$ cat config.mk
export PLATFORM = sky130hd
export DESIGN_NAME = usb_device_endpoint_config_regs
export DESIGN_NICKNAME = d
export VERILOG_FILES = /design/src/hw/usb_regs_pkg.sv /design/src/hw/axil_reg_port.sv /design/src/hw/ep_config_slot.sv /design/src/hw/usb_device_endpoint_config_regs.sv
export SDC_FILE = /design/constraint.sdc
export NUM_CORES = 1
export LEC_CHECK = 0
export BUFFER_PORTS_ARGS = -buffer_cell sky130_fd_sc_hd__buf_4
export CAP_MARGIN = 0
export CORE_MARGIN = 2
export CORE_UTILIZATION = 50
export CTS_CLUSTER_SIZE = 28
export DETAILED_ROUTE_END_ITERATION = 8
export GPL_TIMING_DRIVEN = 0
export HOLD_SLACK_MARGIN = 0.02
export PLACE_DENSITY = 0.79
export RECOVER_POWER = 100
export SYNTH_ARGS = -nofsm -noshare
export SYNTH_HDL_FRONTEND = slang
export SYNTH_SLANG_ARGS = --single-unit
$ cat constraint.sdc
create_clock -name clk_i -period 5.1 [get_ports clk_i]
set_clock_uncertainty 0.1 [all_clocks]
set_input_delay 0.765 -clock clk_i [delete_from_list [all_inputs] [get_ports clk_i]]
set_output_delay 0.765 -clock clk_i [all_outputs]
set_load 0.01 [all_outputs]
$ cat src/hw/usb_regs_pkg.sv
package usb_regs_pkg;

    // bus geometry
    localparam int ADDR_W = 12;
    localparam int NUM_EP = 8;
    localparam logic [1:0] RESP_OKAY = 2'b00;
    localparam logic [1:0] RESP_SLVERR = 2'b10;

    // register byte offsets
    localparam logic [11:0] OFF_IRQ_MASK = 12'h010;
    localparam logic [11:0] OFF_IRQ_EN_CLR = 12'h014;
    localparam logic [11:0] OFF_IRQ_EN_SET = 12'h018;
    localparam logic [11:0] OFF_EP_ENABLE = 12'h01c;
    localparam logic [11:0] OFF_FRAME_NUMBER = 12'h020;
    localparam logic [11:0] OFF_EP_CONFIG = 12'h100;
    localparam logic [11:0] OFF_EP_CONFIG_LAST = 12'h11c;

    // interrupt enable mask layout
    localparam int MASK_SUSPEND_BIT = 0;
    localparam int MASK_SOF_BIT = 2;
    localparam int MASK_END_RESET_BIT = 3;
    localparam int MASK_WAKEUP_BIT = 4;
    localparam int MASK_END_RESUME_BIT = 5;
    localparam int MASK_UP_RESUME_BIT = 6;
    localparam int MASK_EP_LSB = 12;
    localparam logic [31:0] MASK_DEFINED = 32'h000f_f07d;
    localparam logic [31:0] MASK_RESET = 32'h0000_0000;
    localparam logic [7:0] EP_ENABLE_RESET = 8'h00;

    // frame number register layout
    localparam int FRAME_COUNT_FIELD_LSB = 3;
    localparam int FRAME_COUNT_FIELD_W = 11;
    localparam int FRAME_CRC_ERROR_FLAG_BIT = 15;

    // endpoint configuration layout
    localparam int REDIR_LSB = 16;
    localparam int KIND_LSB = 11;
    localparam int DIR_BIT = 8;
    localparam int SIZE_LSB = 4;
    localparam int BANK_BIT = 2;

    typedef enum logic [1:0] {
        KIND_CONTROL = 2'b00,
        KIND_ISOCHRONOUS = 2'b01,
        KIND_BULK = 2'b10,
        KIND_INTERRUPT = 2'b11
    } ep_kind_t;

    typedef struct packed {
        logic [3:0] redirect_ep_number;
        ep_kind_t endpoint_kind;
        logic endpoint_direction;
        logic [2:0] endpoint_bank_size;
        logic endpoint_bank_count;
    } ep_cfg_t;

    localparam ep_cfg_t CFG_RESET = '0;

    // one start-of-frame report
    typedef struct packed {
        logic valid;
        logic crc_err;
        logic [10:0] frame;
    } sof_in_t;

    // one register write from the bus port
    typedef struct packed {
        logic en;
        logic [11:0] addr;
        logic [31:0] data;
        logic [3:0] strb;
    } reg_wr_t;

    // expand byte strobes into a bit mask
    function automatic logic [31:0] strb_bits(input logic [3:0] strb);
        logic [31:0] m;
        m = '0;
        for (int i = 0; i < 4; i++) begin
            m[i*8 +: 8] = {8{strb[i]}};
        end
        return m;
    endfunction

    // merge new data under byte strobes
    function automatic logic [31:0] strb_merge(input logic [31:0] old_w,
                                               input logic [31:0] new_w,
                                               input logic [3:0] strb);
        return (old_w & ~strb_bits(strb)) | (new_w & strb_bits(strb));
    endfunction

    // configuration record as a word
    function automatic logic [31:0] cfg_to_word(input ep_cfg_t c);
        logic [31:0] w;
        w = '0;
        w[REDIR_LSB +: 4] = c.redirect_ep_number;
        w[KIND_LSB +: 2] = c.endpoint_kind;
        w[DIR_BIT] = c.endpoint_direction;
        w[SIZE_LSB +: 3] = c.endpoint_bank_size;
        w[BANK_BIT] = c.endpoint_bank_count;
        return w;
    endfunction

endpackage

$ cat src/hw/axil_reg_port.sv
`timescale 1ns/1ns
module axil_reg_port (
    input wire logic clk_i,
    input wire logic rst_b_i,
    input wire logic [usb_regs_pkg::ADDR_W-1:0] s_awaddr_i,
    input wire logic s_awvalid_i,
    output logic s_awready_o,
    input wire logic [31:0] s_wdata_i,
    input wire logic [3:0] s_wstrb_i,
    input wire logic s_wvalid_i,
    output logic s_wready_o,
    output logic [1:0] s_bresp_o,
    output logic s_bvalid_o,
    input wire logic s_bready_i,
    input wire logic [usb_regs_pkg::ADDR_W-1:0] s_araddr_i,
    input wire logic s_arvalid_i,
    output logic s_arready_o,
    output logic [31:0] s_rdata_o,
    output logic [1:0] s_rresp_o,
    output logic s_rvalid_o,
    input wire logic s_rready_i,
    output usb_regs_pkg::reg_wr_t wr_o,
    input wire logic wr_err_i,
    input wire logic [31:0] rd_data_i,
    input wire logic rd_err_i
);
    import usb_regs_pkg::*;

    typedef enum logic [2:0] {
        W_COLLECT = 3'b001,
        W_EXEC = 3'b010,
        W_RESP = 3'b100
    } wr_state_t;

    wr_state_t wr_state_r;
    logic aw_got_r;
    logic w_got_r;
    reg_wr_t req_r;

    assign s_awready_o = (wr_state_r == W_COLLECT) && !aw_got_r;
    assign s_wready_o = (wr_state_r == W_COLLECT) && !w_got_r;
    assign s_bvalid_o = (wr_state_r == W_RESP);
    assign s_arready_o = !s_rvalid_o;
    assign wr_o = '{en: (wr_state_r == W_EXEC), addr: req_r.addr,
                    data: req_r.data, strb: req_r.strb};

    // address and data in either order, executed once
    always_ff @(posedge clk_i) begin
        if (!rst_b_i) begin
            wr_state_r <= W_COLLECT;
            aw_got_r <= 1'b0;
            w_got_r <= 1'b0;
            req_r <= '0;
            s_bresp_o <= RESP_OKAY;
        end else begin
            case (wr_state_r)
                W_COLLECT: begin
                    if (s_awvalid_i && s_awready_o) begin
                        aw_got_r <= 1'b1;
                        req_r.addr <= s_awaddr_i;
                    end
                    if (s_wvalid_i && s_wready_o) begin
                        w_got_r <= 1'b1;
                        req_r.data <= s_wdata_i;
                        req_r.strb <= s_wstrb_i;
                    end
                    if (aw_got_r && w_got_r) begin
                        wr_state_r <= W_EXEC;
                    end
                end
                W_EXEC: begin
                    s_bresp_o <= wr_err_i ? RESP_SLVERR : RESP_OKAY;
                    wr_state_r <= W_RESP;
                end
                W_RESP: begin
                    if (s_bready_i) begin
                        aw_got_r <= 1'b0;
                        w_got_r <= 1'b0;
                        wr_state_r <= W_COLLECT;
                    end
                end
                default: wr_state_r <= W_COLLECT;
            endcase
        end
    end

    // data sampled at the address edge; answer a cycle later
    always_ff @(posedge clk_i) begin
        if (!rst_b_i) begin
            s_rvalid_o <= 1'b0;
            s_rdata_o <= '0;
            s_rresp_o <= RESP_OKAY;
        end else if (s_arvalid_i && s_arready_o) begin
            s_rvalid_o <= 1'b1;
            s_rdata_o <= rd_data_i;
            s_rresp_o <= rd_err_i ? RESP_SLVERR : RESP_OKAY;
        end else if (s_rready_i) begin
            s_rvalid_o <= 1'b0;
        end
    end

endmodule

$ cat src/hw/ep_config_slot.sv
`timescale 1ns/1ns
module ep_config_slot #(
    parameter bit KEEP_LAYOUT_ON_BUS_RESET = 1'b0
) (
    input wire logic clk_i,
    input wire logic rst_b_i,
    input wire logic wr_en_i,
    input wire logic [31:0] wr_data_i,
    input wire logic usb_reset_i,
    input wire logic disable_i,
    output usb_regs_pkg::ep_cfg_t cfg_o
);
    import usb_regs_pkg::*;

    // one endpoint's configuration record
    always_ff @(posedge clk_i) begin
        if (!rst_b_i) begin
            cfg_o <= CFG_RESET;
        end else if (usb_reset_i) begin
            cfg_o.redirect_ep_number <= '0;
            cfg_o.endpoint_kind <= KIND_CONTROL;
            cfg_o.endpoint_direction <= 1'b0;
            if (!KEEP_LAYOUT_ON_BUS_RESET) begin
                cfg_o.endpoint_bank_size <= '0;
                cfg_o.endpoint_bank_count <= 1'b0;
            end
        end else if (wr_en_i) begin
            cfg_o.redirect_ep_number <= wr_data_i[REDIR_LSB +: 4];
            cfg_o.endpoint_kind <= ep_kind_t'(wr_data_i[KIND_LSB +: 2]);
            cfg_o.endpoint_direction <= wr_data_i[DIR_BIT];
            cfg_o.endpoint_bank_size <= wr_data_i[SIZE_LSB +: 3];
            cfg_o.endpoint_bank_count <= wr_data_i[BANK_BIT];
        end else if (disable_i) begin
            // disabling drops redirection, keeps layout and kind
            cfg_o.redirect_ep_number <= '0;
        end
    end

endmodule

$ cat src/hw/usb_device_endpoint_config_regs.sv
// How it works
// - one in enable-clear clears mask bit
// - one in enable-set sets mask bit
// - zero bits leave the mask alone
// - endpoint enables from bit 12, events low
// - disabling ignores requests, resets endpoint state
// - setting enable bit enables, reads back state
// - enable register: bit n for endpoint n
// - bus reset clears the frame error flag
// - corrupted frame number sets error bit 15
// - error flag and frame event move together
// - bus reset clears frame, redirect, kind
// - frame field holds last 11-bit frame
// - frame loads even on a bad check
// - per-endpoint config word holds redirect number
// - kind: control, isochronous, bulk, interrupt
// - mask bit one enables, resets to zero
// - frame event raises interrupt only when enabled
//
// The AXI4-Lite register port is this design's own decision.
`timescale 1ns/1ns
module usb_device_endpoint_config_regs (
    input wire logic clk_i,
    input wire logic rst_b_i,
    input wire logic [usb_regs_pkg::ADDR_W-1:0] s_awaddr_i,
    input wire logic s_awvalid_i,
    output logic s_awready_o,
    input wire logic [31:0] s_wdata_i,
    input wire logic [3:0] s_wstrb_i,
    input wire logic s_wvalid_i,
    output logic s_wready_o,
    output logic [1:0] s_bresp_o,
    output logic s_bvalid_o,
    input wire logic s_bready_i,
    input wire logic [usb_regs_pkg::ADDR_W-1:0] s_araddr_i,
    input wire logic s_arvalid_i,
    output logic s_arready_o,
    output logic [31:0] s_rdata_o,
    output logic [1:0] s_rresp_o,
    output logic s_rvalid_o,
    input wire logic s_rready_i,
    input wire logic usb_reset_i,
    input wire usb_regs_pkg::sof_in_t sof_i,
    input wire logic tok_valid_i,
    input wire logic [3:0] tok_ep_i,
    output logic tok_accept_o,
    output logic tok_ignored_o,
    output logic [31:0] irq_enable_mask_o,
    output logic [7:0] endpoint_enable_o,
    output logic [7:0] endpoint_flush_o,
    output logic sof_event_o,
    output logic sof_irq_o,
    output logic [10:0] frame_count_o,
    output logic frame_crc_error_o,
    output usb_regs_pkg::ep_cfg_t [7:0] endpoint_config_o
);
    import usb_regs_pkg::*;

    reg_wr_t wr;
    logic wr_err;
    logic [31:0] rd_data;
    logic rd_err;

    logic [31:0] irq_enable_mask_r;
    logic [7:0] endpoint_enable_r;
    logic [7:0] endpoint_flush_r;
    logic [10:0] frame_count_field_r;
    logic frame_crc_error_flag_r;
    logic sof_event_r;

    logic [31:0] wr_bits;
    logic [31:0] ep_enable_nxt;
    logic [7:0] cfg_wr_sel;

    // address inside the configuration array
    function automatic logic is_cfg_addr(input logic [11:0] a);
        return (a >= OFF_EP_CONFIG) && (a <= OFF_EP_CONFIG_LAST) && (a[1:0] == 2'b00);
    endfunction

    // endpoint index of a configuration word address
    function automatic logic [2:0] cfg_index(input logic [11:0] a);
        logic [11:0] d;
        d = a - OFF_EP_CONFIG;
        return d[4:2];
    endfunction

    // true for any word this block answers
    function automatic logic is_mapped(input logic [11:0] a);
        return (a == OFF_IRQ_MASK) || (a == OFF_IRQ_EN_CLR) || (a == OFF_IRQ_EN_SET)
            || (a == OFF_EP_ENABLE) || (a == OFF_FRAME_NUMBER) || is_cfg_addr(a);
    endfunction

    axil_reg_port u_port (
        .clk_i(clk_i),
        .rst_b_i(rst_b_i),
        .s_awaddr_i(s_awaddr_i),
        .s_awvalid_i(s_awvalid_i),
        .s_awready_o(s_awready_o),
        .s_wdata_i(s_wdata_i),
        .s_wstrb_i(s_wstrb_i),
        .s_wvalid_i(s_wvalid_i),
        .s_wready_o(s_wready_o),
        .s_bresp_o(s_bresp_o),
        .s_bvalid_o(s_bvalid_o),
        .s_bready_i(s_bready_i),
        .s_araddr_i(s_araddr_i),
        .s_arvalid_i(s_arvalid_i),
        .s_arready_o(s_arready_o),
        .s_rdata_o(s_rdata_o),
        .s_rresp_o(s_rresp_o),
        .s_rvalid_o(s_rvalid_o),
        .s_rready_i(s_rready_i),
        .wr_o(wr),
        .wr_err_i(wr_err),
        .rd_data_i(rd_data),
        .rd_err_i(rd_err)
    );

    // read-only or unmapped words refuse writes
    assign wr_err = !is_mapped(wr.addr) || (wr.addr == OFF_IRQ_MASK)
        || (wr.addr == OFF_FRAME_NUMBER);

    // strobed lanes only carry ones into set and clear
    assign wr_bits = wr.data & strb_bits(wr.strb) & MASK_DEFINED;

    // interrupt enable mask, touched only via set and clear;
    // one write path, so the later write always wins
    always_ff @(posedge clk_i) begin
        if (!rst_b_i) begin
            irq_enable_mask_r <= MASK_RESET;
        end else if (wr.en && wr.addr == OFF_IRQ_EN_CLR) begin
            irq_enable_mask_r <= irq_enable_mask_r & ~wr_bits;
        end else if (wr.en && wr.addr == OFF_IRQ_EN_SET) begin
            irq_enable_mask_r <= irq_enable_mask_r | wr_bits;
        end
    end

    // enable word with the strobed write merged
    assign ep_enable_nxt = strb_merge({24'h000000, endpoint_enable_r}, wr.data, wr.strb);

    // enable bits; read back as the live state
    always_ff @(posedge clk_i) begin
        if (!rst_b_i) begin
            endpoint_enable_r <= EP_ENABLE_RESET;
        end else if (wr.en && wr.addr == OFF_EP_ENABLE) begin
            endpoint_enable_r <= ep_enable_nxt[7:0];
        end
    end

    // each zero written with byte strobe 0 set flushes, even a disabled endpoint,
    // so rewriting zero always forces a clean endpoint
    always_ff @(posedge clk_i) begin
        if (!rst_b_i) begin
            endpoint_flush_r <= '0;
        end else if (wr.en && wr.addr == OFF_EP_ENABLE && wr.strb[0]) begin
            endpoint_flush_r <= ~wr.data[7:0];
        end else begin
            endpoint_flush_r <= '0;
        end
    end

    // frame number capture
    always_ff @(posedge clk_i) begin
        if (!rst_b_i) begin
            frame_count_field_r <= '0;
        end else if (usb_reset_i) begin
            frame_count_field_r <= '0;
        end else if (sof_i.valid) begin
            frame_count_field_r <= sof_i.frame;
        end
    end

    // error flag follows each report's check, on the
    // frame event's edge, so the two never disagree
    always_ff @(posedge clk_i) begin
        if (!rst_b_i) begin
            frame_crc_error_flag_r <= 1'b0;
        end else if (usb_reset_i) begin
            frame_crc_error_flag_r <= 1'b0;
        end else if (sof_i.valid) begin
            frame_crc_error_flag_r <= sof_i.crc_err;
        end
    end

    // frame event pulse for the outside flag logic
    always_ff @(posedge clk_i) begin
        if (!rst_b_i) begin
            sof_event_r <= 1'b0;
        end else begin
            sof_event_r <= sof_i.valid && !usb_reset_i;
        end
    end

    // config write select, one bit per endpoint
    always_comb begin
        cfg_wr_sel = '0;
        if (wr.en && is_cfg_addr(wr.addr)) begin
            cfg_wr_sel[cfg_index(wr.addr)] = 1'b1;
        end
    end

    // endpoint 0 keeps its bank layout across a bus reset
    genvar g;
    generate
        for (g = 0; g < NUM_EP; g++) begin : g_ep
            logic [31:0] merged;
            assign merged = strb_merge(cfg_to_word(endpoint_config_o[g]), wr.data, wr.strb);
            ep_config_slot #(
                .KEEP_LAYOUT_ON_BUS_RESET(g == 0)
            ) u_slot (
                .clk_i(clk_i),
                .rst_b_i(rst_b_i),
                .wr_en_i(cfg_wr_sel[g]),
                .wr_data_i(merged),
                .usb_reset_i(usb_reset_i),
                .disable_i(endpoint_flush_r[g]),
                .cfg_o(endpoint_config_o[g])
            );
        end
    endgenerate

    // read mux; set and clear read zero, holes error
    always_comb begin
        rd_data = '0;
        rd_err = 1'b0;
        if (is_cfg_addr(s_araddr_i)) begin
            rd_data = cfg_to_word(endpoint_config_o[cfg_index(s_araddr_i)]);
        end else begin
            case (s_araddr_i)
                OFF_IRQ_MASK: rd_data = irq_enable_mask_r;
                OFF_IRQ_EN_CLR: rd_data = '0;
                OFF_IRQ_EN_SET: rd_data = '0;
                OFF_EP_ENABLE: rd_data = {24'h000000, endpoint_enable_r};
                OFF_FRAME_NUMBER: begin
                    rd_data[FRAME_COUNT_FIELD_LSB +: FRAME_COUNT_FIELD_W] = frame_count_field_r;
                    rd_data[FRAME_CRC_ERROR_FLAG_BIT] = frame_crc_error_flag_r;
                end
                default: rd_err = 1'b1;
            endcase
        end
    end

    // token gate: disabled or absent endpoints drop
    // requests before the engine sees them
    always_comb begin
        tok_accept_o = 1'b0;
        tok_ignored_o = 1'b0;
        if (tok_valid_i) begin
            if (!tok_ep_i[3] && endpoint_enable_r[tok_ep_i[2:0]]) begin
                tok_accept_o = 1'b1;
            end else begin
                tok_ignored_o = 1'b1;
            end
        end
    end

    // frame irq gated by its enable bit
    assign sof_irq_o = sof_event_r && irq_enable_mask_r[MASK_SOF_BIT];

    assign irq_enable_mask_o = irq_enable_mask_r;
    assign endpoint_enable_o = endpoint_enable_r;
    assign endpoint_flush_o = endpoint_flush_r;
    assign sof_event_o = sof_event_r;
    assign frame_count_o = frame_count_field_r;
    assign frame_crc_error_o = frame_crc_error_flag_r;

endmodule

# Word level (Yosys, flattened, before mapping)
# Cells that the tools add are included.
[totals] reg_bits=226 latch_bits=0 mem_bits_rw=0 rom_bits=0 word_cells=212 n_memories=0
[op_classes] addsub=2 mul=0 n_div=0 magnitude_cmp=8 eq_ne=17 shifts=0 mux=49 bitwise_logic=26 reduce_logical=54
[ops] operator="$and 20x20->20" count=9
[ops] operator="$or 20x20->20" count=8
[ops] operator="$eq 12x5->1 const B" count=8
[ops] operator="$mux 32" count=3
[ops] operator="$mux 4" count=16
[ops] operator="$bmux 11 s3" count=1
[ops] operator="$pmux 11 s3" count=1
[ops] operator="$and 32x32->32" count=1
[ops] operator="$not 20->32" count=1
[ops] operator="$or 32x20->32" count=1
[ops] operator="$eq 12x6->1 const B" count=2
[ops] operator="$ge 12x9->1 const B" count=2
[ops] operator="$le 12x9->1 const B" count=2
[ops] operator="$reduce_bool 2->1" count=11
[ops] operator="$not 20->20" count=1
[ops] operator="$logic_and 1x1->1" count=19
[ops] operator="$mux 16" count=1
[ops] operator="$mux 1" count=14
[ops] operator="$lt 3x4->1 const B" count=3
[ops] operator="$mux 11" count=1
[ops] operator="$reduce_and 2->1" count=5
[ops] operator="$sub 5x1->5 const B" count=2
[ops] operator="$pmux 3 s3" count=1
[ops] operator="$and 8x8->8" count=1
[ops] operator="other kinds (22)" count=42

# Logic depth before layout (Yosys ltp)
[depth] depth_word=10 depth_mapped=8 mapped_depth_nobuf=5

# By module
# Synthesis repeated with hierarchy kept, for this count alone.
[hier_totals] cells_unflattened=1238 area_unflattened_um2=10577.6
[by_module_without_submodules] module="usb_device_endpoint_config_regs" instances=1 cells_each=527 area_per_inst_um2=3851.2 seq_area_each_um2=860.8
[by_module_without_submodules] module="axil_reg_port" instances=1 cells_each=390 area_per_inst_um2=3480.8 seq_area_each_um2=1761.7
[by_module_without_submodules] module="ep_config_slot (g_ep[1].u_slot ...)" instances=7 cells_each=40 area_per_inst_um2=404.1 seq_area_each_um2=220.2
[by_module_without_submodules] module="ep_config_slot (g_ep[0].u_slot)" instances=1 cells_each=41 area_per_inst_um2=416.6 seq_area_each_um2=220.2

# Least setup slack after synthesis
# OpenSTA, ideal clock, no wires.
[synth_path] kind="input -> register" start="input port s_araddr_i[3] in the netlist's numbering" end="register u_port.s_rdata_o[4]" arrival_time_ns=2.379 required_time_ns=4.930 setup_slack_ns=2.551 path_stages=7 n_path_buf=2 cell_sequence="buf_2 -> buf_2 -> nor4_1 -> nand2_1 -> o31ai_1 -> o211ai_1 -> a21oi_1"
[synth_between] elab_chain_len=4
[synth_rtl] element="start: declaration" line="usb_device_endpoint_config_regs.sv:35" source="input wire logic [usb_regs_pkg::ADDR_W-1:0] s_araddr_i,"
[synth_rtl] element="$sub 5x1->5, or another cell as far along" line="usb_device_endpoint_config_regs.sv:83" source="d = a - OFF_EP_CONFIG;"
[synth_rtl] element="$bmux 11 s3 or $logic_and 1x1->1 (tied branches)" line="usb_device_endpoint_config_regs.sv:227, usb_device_endpoint_config_regs.sv:77"
[synth_rtl] element="$mux 11 (implied by the code) or $logic_and 1x1->1 (tied branches)" line="usb_device_endpoint_config_regs.sv:227, usb_device_endpoint_config_regs.sv:77"
[synth_rtl] element="$mux 32 *" line="usb_device_endpoint_config_regs.sv:226" source="if (is_cfg_addr(s_araddr_i)) begin"
[synth_rtl] element="end signal: assignment" line="axil_reg_port.sv:95" source="s_rdata_o <= rd_data_i;"
[synth_rtl] element="end: declaration" line="axil_reg_port.sv:18" source="output logic [31:0] s_rdata_o,"
# Every way passes the cells marked *; elsewhere a longest branch is shown, timed or not. The select of a mux whose other input is x is not followed.
# A chain may end at the register's enable or synchronous reset.

# Worst setup path in the final report
[layout_path] start="input port s_araddr_i[3] in the netlist's numbering" end="register u_port.s_rdata_o[6]"
# The elaborated chain is that of the path after synthesis.

==> results.json <==
{
  "outcome": "finished, final reports clean",
  "path_clk_slew_ns": 0.07,
  "grt_pass1_wl_um": 43000,
  "rsz0062_at_grt": "false",
  "path_max_fanout": 10,
  "ys_seq_area_share_pct": 45.1,
  "clock_path_buffers": 2,
  "yosys_warnings": 0,
  "area_growth_pct": 24.1,
  "fin_crit_sh_pct": 67.5,
  "cts_tree": "yes",
  "cp_cell_sequence": "clkbuf_1 -> clkbuf_1 -> nor4bb_1 -> and2_0 -> o2bb2ai_1 -> a22oi_1 -> a21oi_1",
  "drtAntennaViolNets": 0,
  "die_h_um": 135,
  "synth_ff_type": "dfxtp_1",
  "critPathMostFrequentCell": "clkbuf_1",
  "dieWidth_um": 135,
  "max_slew_margin_pct": 3.96,
  "dp.cells": 1395,
  "synth_edf_count": 0,
  "power.density_nw_per_um2": 304,
  "drtPass1Iterations": 5,
  "cts_resized": 0,
  "synth_cell_types": 63,
  "min_period_ns": 3.44,
  "drive_above_1_share_pct": 14.0,
  "via_per_inst": 5.78,
  "via_count": 8248,
  "h-tree-depth": 4,
  "core_area_um2": 16600,
  "cts-root-buf": "clkbuf_16",
  "final_util_pct": 63.6,
  "total_power_mw": 3.21,
  "critPathSlowestCell": "clkbuf_1",
  "wl_per_cell_um": 20.2,
  "numCtsBuffers": 17,
  "syn_area_um2": 8530,
  "fmax_mhz": 291,
  "maxCapViolations": 0,
  "insertedDiodeCount": 0,
  "cts.sinks": 192,
  "fin_ws_ns": 1.66,
  "ioPinCount": 279,
  "die_area_um2": 18100,
  "finalMaxSlewViolations": 0,
  "leakage_nw": 4.11,
  "fin_hold_ws_ns": 0.342,
  "numPortBuffers": 229,
  "max_stage_delay_ns": 0.89,
  "post_cts_buffers": 0,
  "synth_seq_cells": 192,
  "grt_max_degree": 17,
  "hold_path_class": "flop to flop",
  "dpl.hpwl_um": 21700,
  "setup_viol": 0,
  "antenna_found_initial": 0,
  "worst_slew_pin_slew_ns": 1.43,
  "hold_violations": 0,
  "final_nets": 1280,
  "fin_area_um2": 10600,
  "syn_avg_cell_area_um2": 9.32,
  "cp-end-kind": "flop",
  "track_usage_pct": 31.3,
  "clk_latency_ns": 0.44,
  "grt_pass1_vias": 7481,
  "timing.setup.tns_ns": 0,
  "worstPathRequired_ns": 5.37,
  "overflow": 0,
  "arrival_ns": 3.71,
  "dpl_cell_area_um2": 10600,
  "syn_inst": 915,
  "drt_iter0_drc": 807,
  "hold_buffers": 0,
  "num_rows": 47,
  "vdd_drop_max_mv": 0.231,
  "drt_wl_total_um": 28800,
  "initial_core_util_pct": 51.2,
  "fin_cells": 1427,
  "dp_slack_ns": 1.89,
  "gp_congestion": 0.994,
  "async_flop_share_pct": 0,
  "start_kind": "input port",
  "drc": 0,
  "worstSetupPathType": "input port to flop"
}
layout make-up:
type / instances / area, um^2
repair buffers: 229 / 1140
plain buffers: 108 / 541
fillers: 1580 / 6060
clock buffers: 20 / 457
inverters: 4 / 15.0
flip-flops and latches: 192 / 3840
multi-input cells: 642 / 4180
clock inverters: 12 / 130
well taps: 220 / 275
cell usage after synthesis (3+ instances only):
| library cell | instances | area (um^2) |
|---|---|---|
| a211oi_1 | 14 | 105 |
| a21oi_1 | 66 | 330 |
| a22o_1 | 33 | 289 |
| a22oi_1 | 8 | 60.1 |
| a311o_1 | 5 | 50.1 |
| a311oi_1 | 3 | 26.3 |
| and2_1 | 4 | 25.0 |
| and3_1 | 4 | 25.0 |
| and4_1 | 7 | 61.3 |
| buf_1 | 13 | 48.8 |
| buf_2 | 7 | 35.0 |
| buf_4 | 41 | 308 |
| clkbuf_1 | 47 | 176 |
| dfxtp_1 | 192 | 3840 |
| inv_1 | 4 | 15.0 |
| mux2_2 | 3 | 33.8 |
| mux2i_1 | 92 | 921 |
| mux4_2 | 19 | 428 |
| nand2_1 | 79 | 297 |
| nand2b_1 | 5 | 31.3 |
| nand3_1 | 27 | 135 |
| nand3b_1 | 3 | 22.5 |
| nand4_1 | 10 | 62.6 |
| nor2_1 | 129 | 484 |
| nor2b_1 | 9 | 56.3 |
| nor3_1 | 13 | 65.1 |
| nor3_2 | 4 | 40.0 |
| nor3b_1 | 5 | 37.5 |
| nor4_1 | 4 | 25.0 |
| nor4b_1 | 3 | 26.3 |
| o211ai_1 | 3 | 22.5 |
| o21ai_0 | 15 | 75.1 |
| o21ai_2 | 3 | 26.3 |
| o2bb2ai_1 | 3 | 26.3 |
final timing paths:
path	from	to	slack, ns	cells after the start
setup / recovery	s_araddr_i[3]	u_port.s_rdata_o[6]$_SDFFE_PN0P_	1.66	7
hold / removal	u_port.wr_o[5]$_SDFFE_PN0P_	endpoint_flush_o[1]$_SDFF_PN0_	0.34	1
setup reg to reg	u_port.wr_o[37]$_SDFFE_PN0P_	flop	1.93	6
hold reg to reg	u_port.wr_o[5]$_SDFFE_PN0P_	endpoint_flush_o[1]$_SDFF_PN0_	0.34	1
cell families after synthesis:
logic type	share of synthesized area, %
flip-flops	45.1
other	0.0440
AO/OA/AOI/OAI	13.5
AND/OR/NAND/NOR	18.2
XOR/XNOR	0.103
multiplexers	16.2
buffers and inverters	6.84
power breakdown:
group / internal (mW) / switching, mW
registers: 1.53 / 0.0234
logic: 0.116 / 0.207
clock network: 0.750 / 0.587
metal layers:
metal	wire length, um	global-route usage (%)
met5	0	0
met4	755	10.9
met3	3170	5.78
met2	13100	50.7
met1	11700	42.2
placed cells by master, fill, tap and decap left out, drive strengths merged, types with 4 or more instances in the layout:
master  instances
o21ai          19
and4            7
nand4          10
inv             7
nor4            4
nor2b           9
dfxtp         192
nor2          129
and3            4
and2            5
nand2b          5
nor3           17
nand3          27
mux4           19
buf           117
nand2          79
clkinv          5
clkbuf        240
nor3b           5
mux2i          92
a22o           33
conb           32
a21oi          66
a22oi           8
a311o           5
a211oi         14
critical path, delay by kind of cell:
kind | cells | cell delay (ns)
AO/OA/AOI/OAI | 3 | 0.55
buffers and inverters | 2 | 1.31
AND/OR/NAND/NOR | 2 | 1.08
Note: power is estimated with default switching activity, not from simulation.
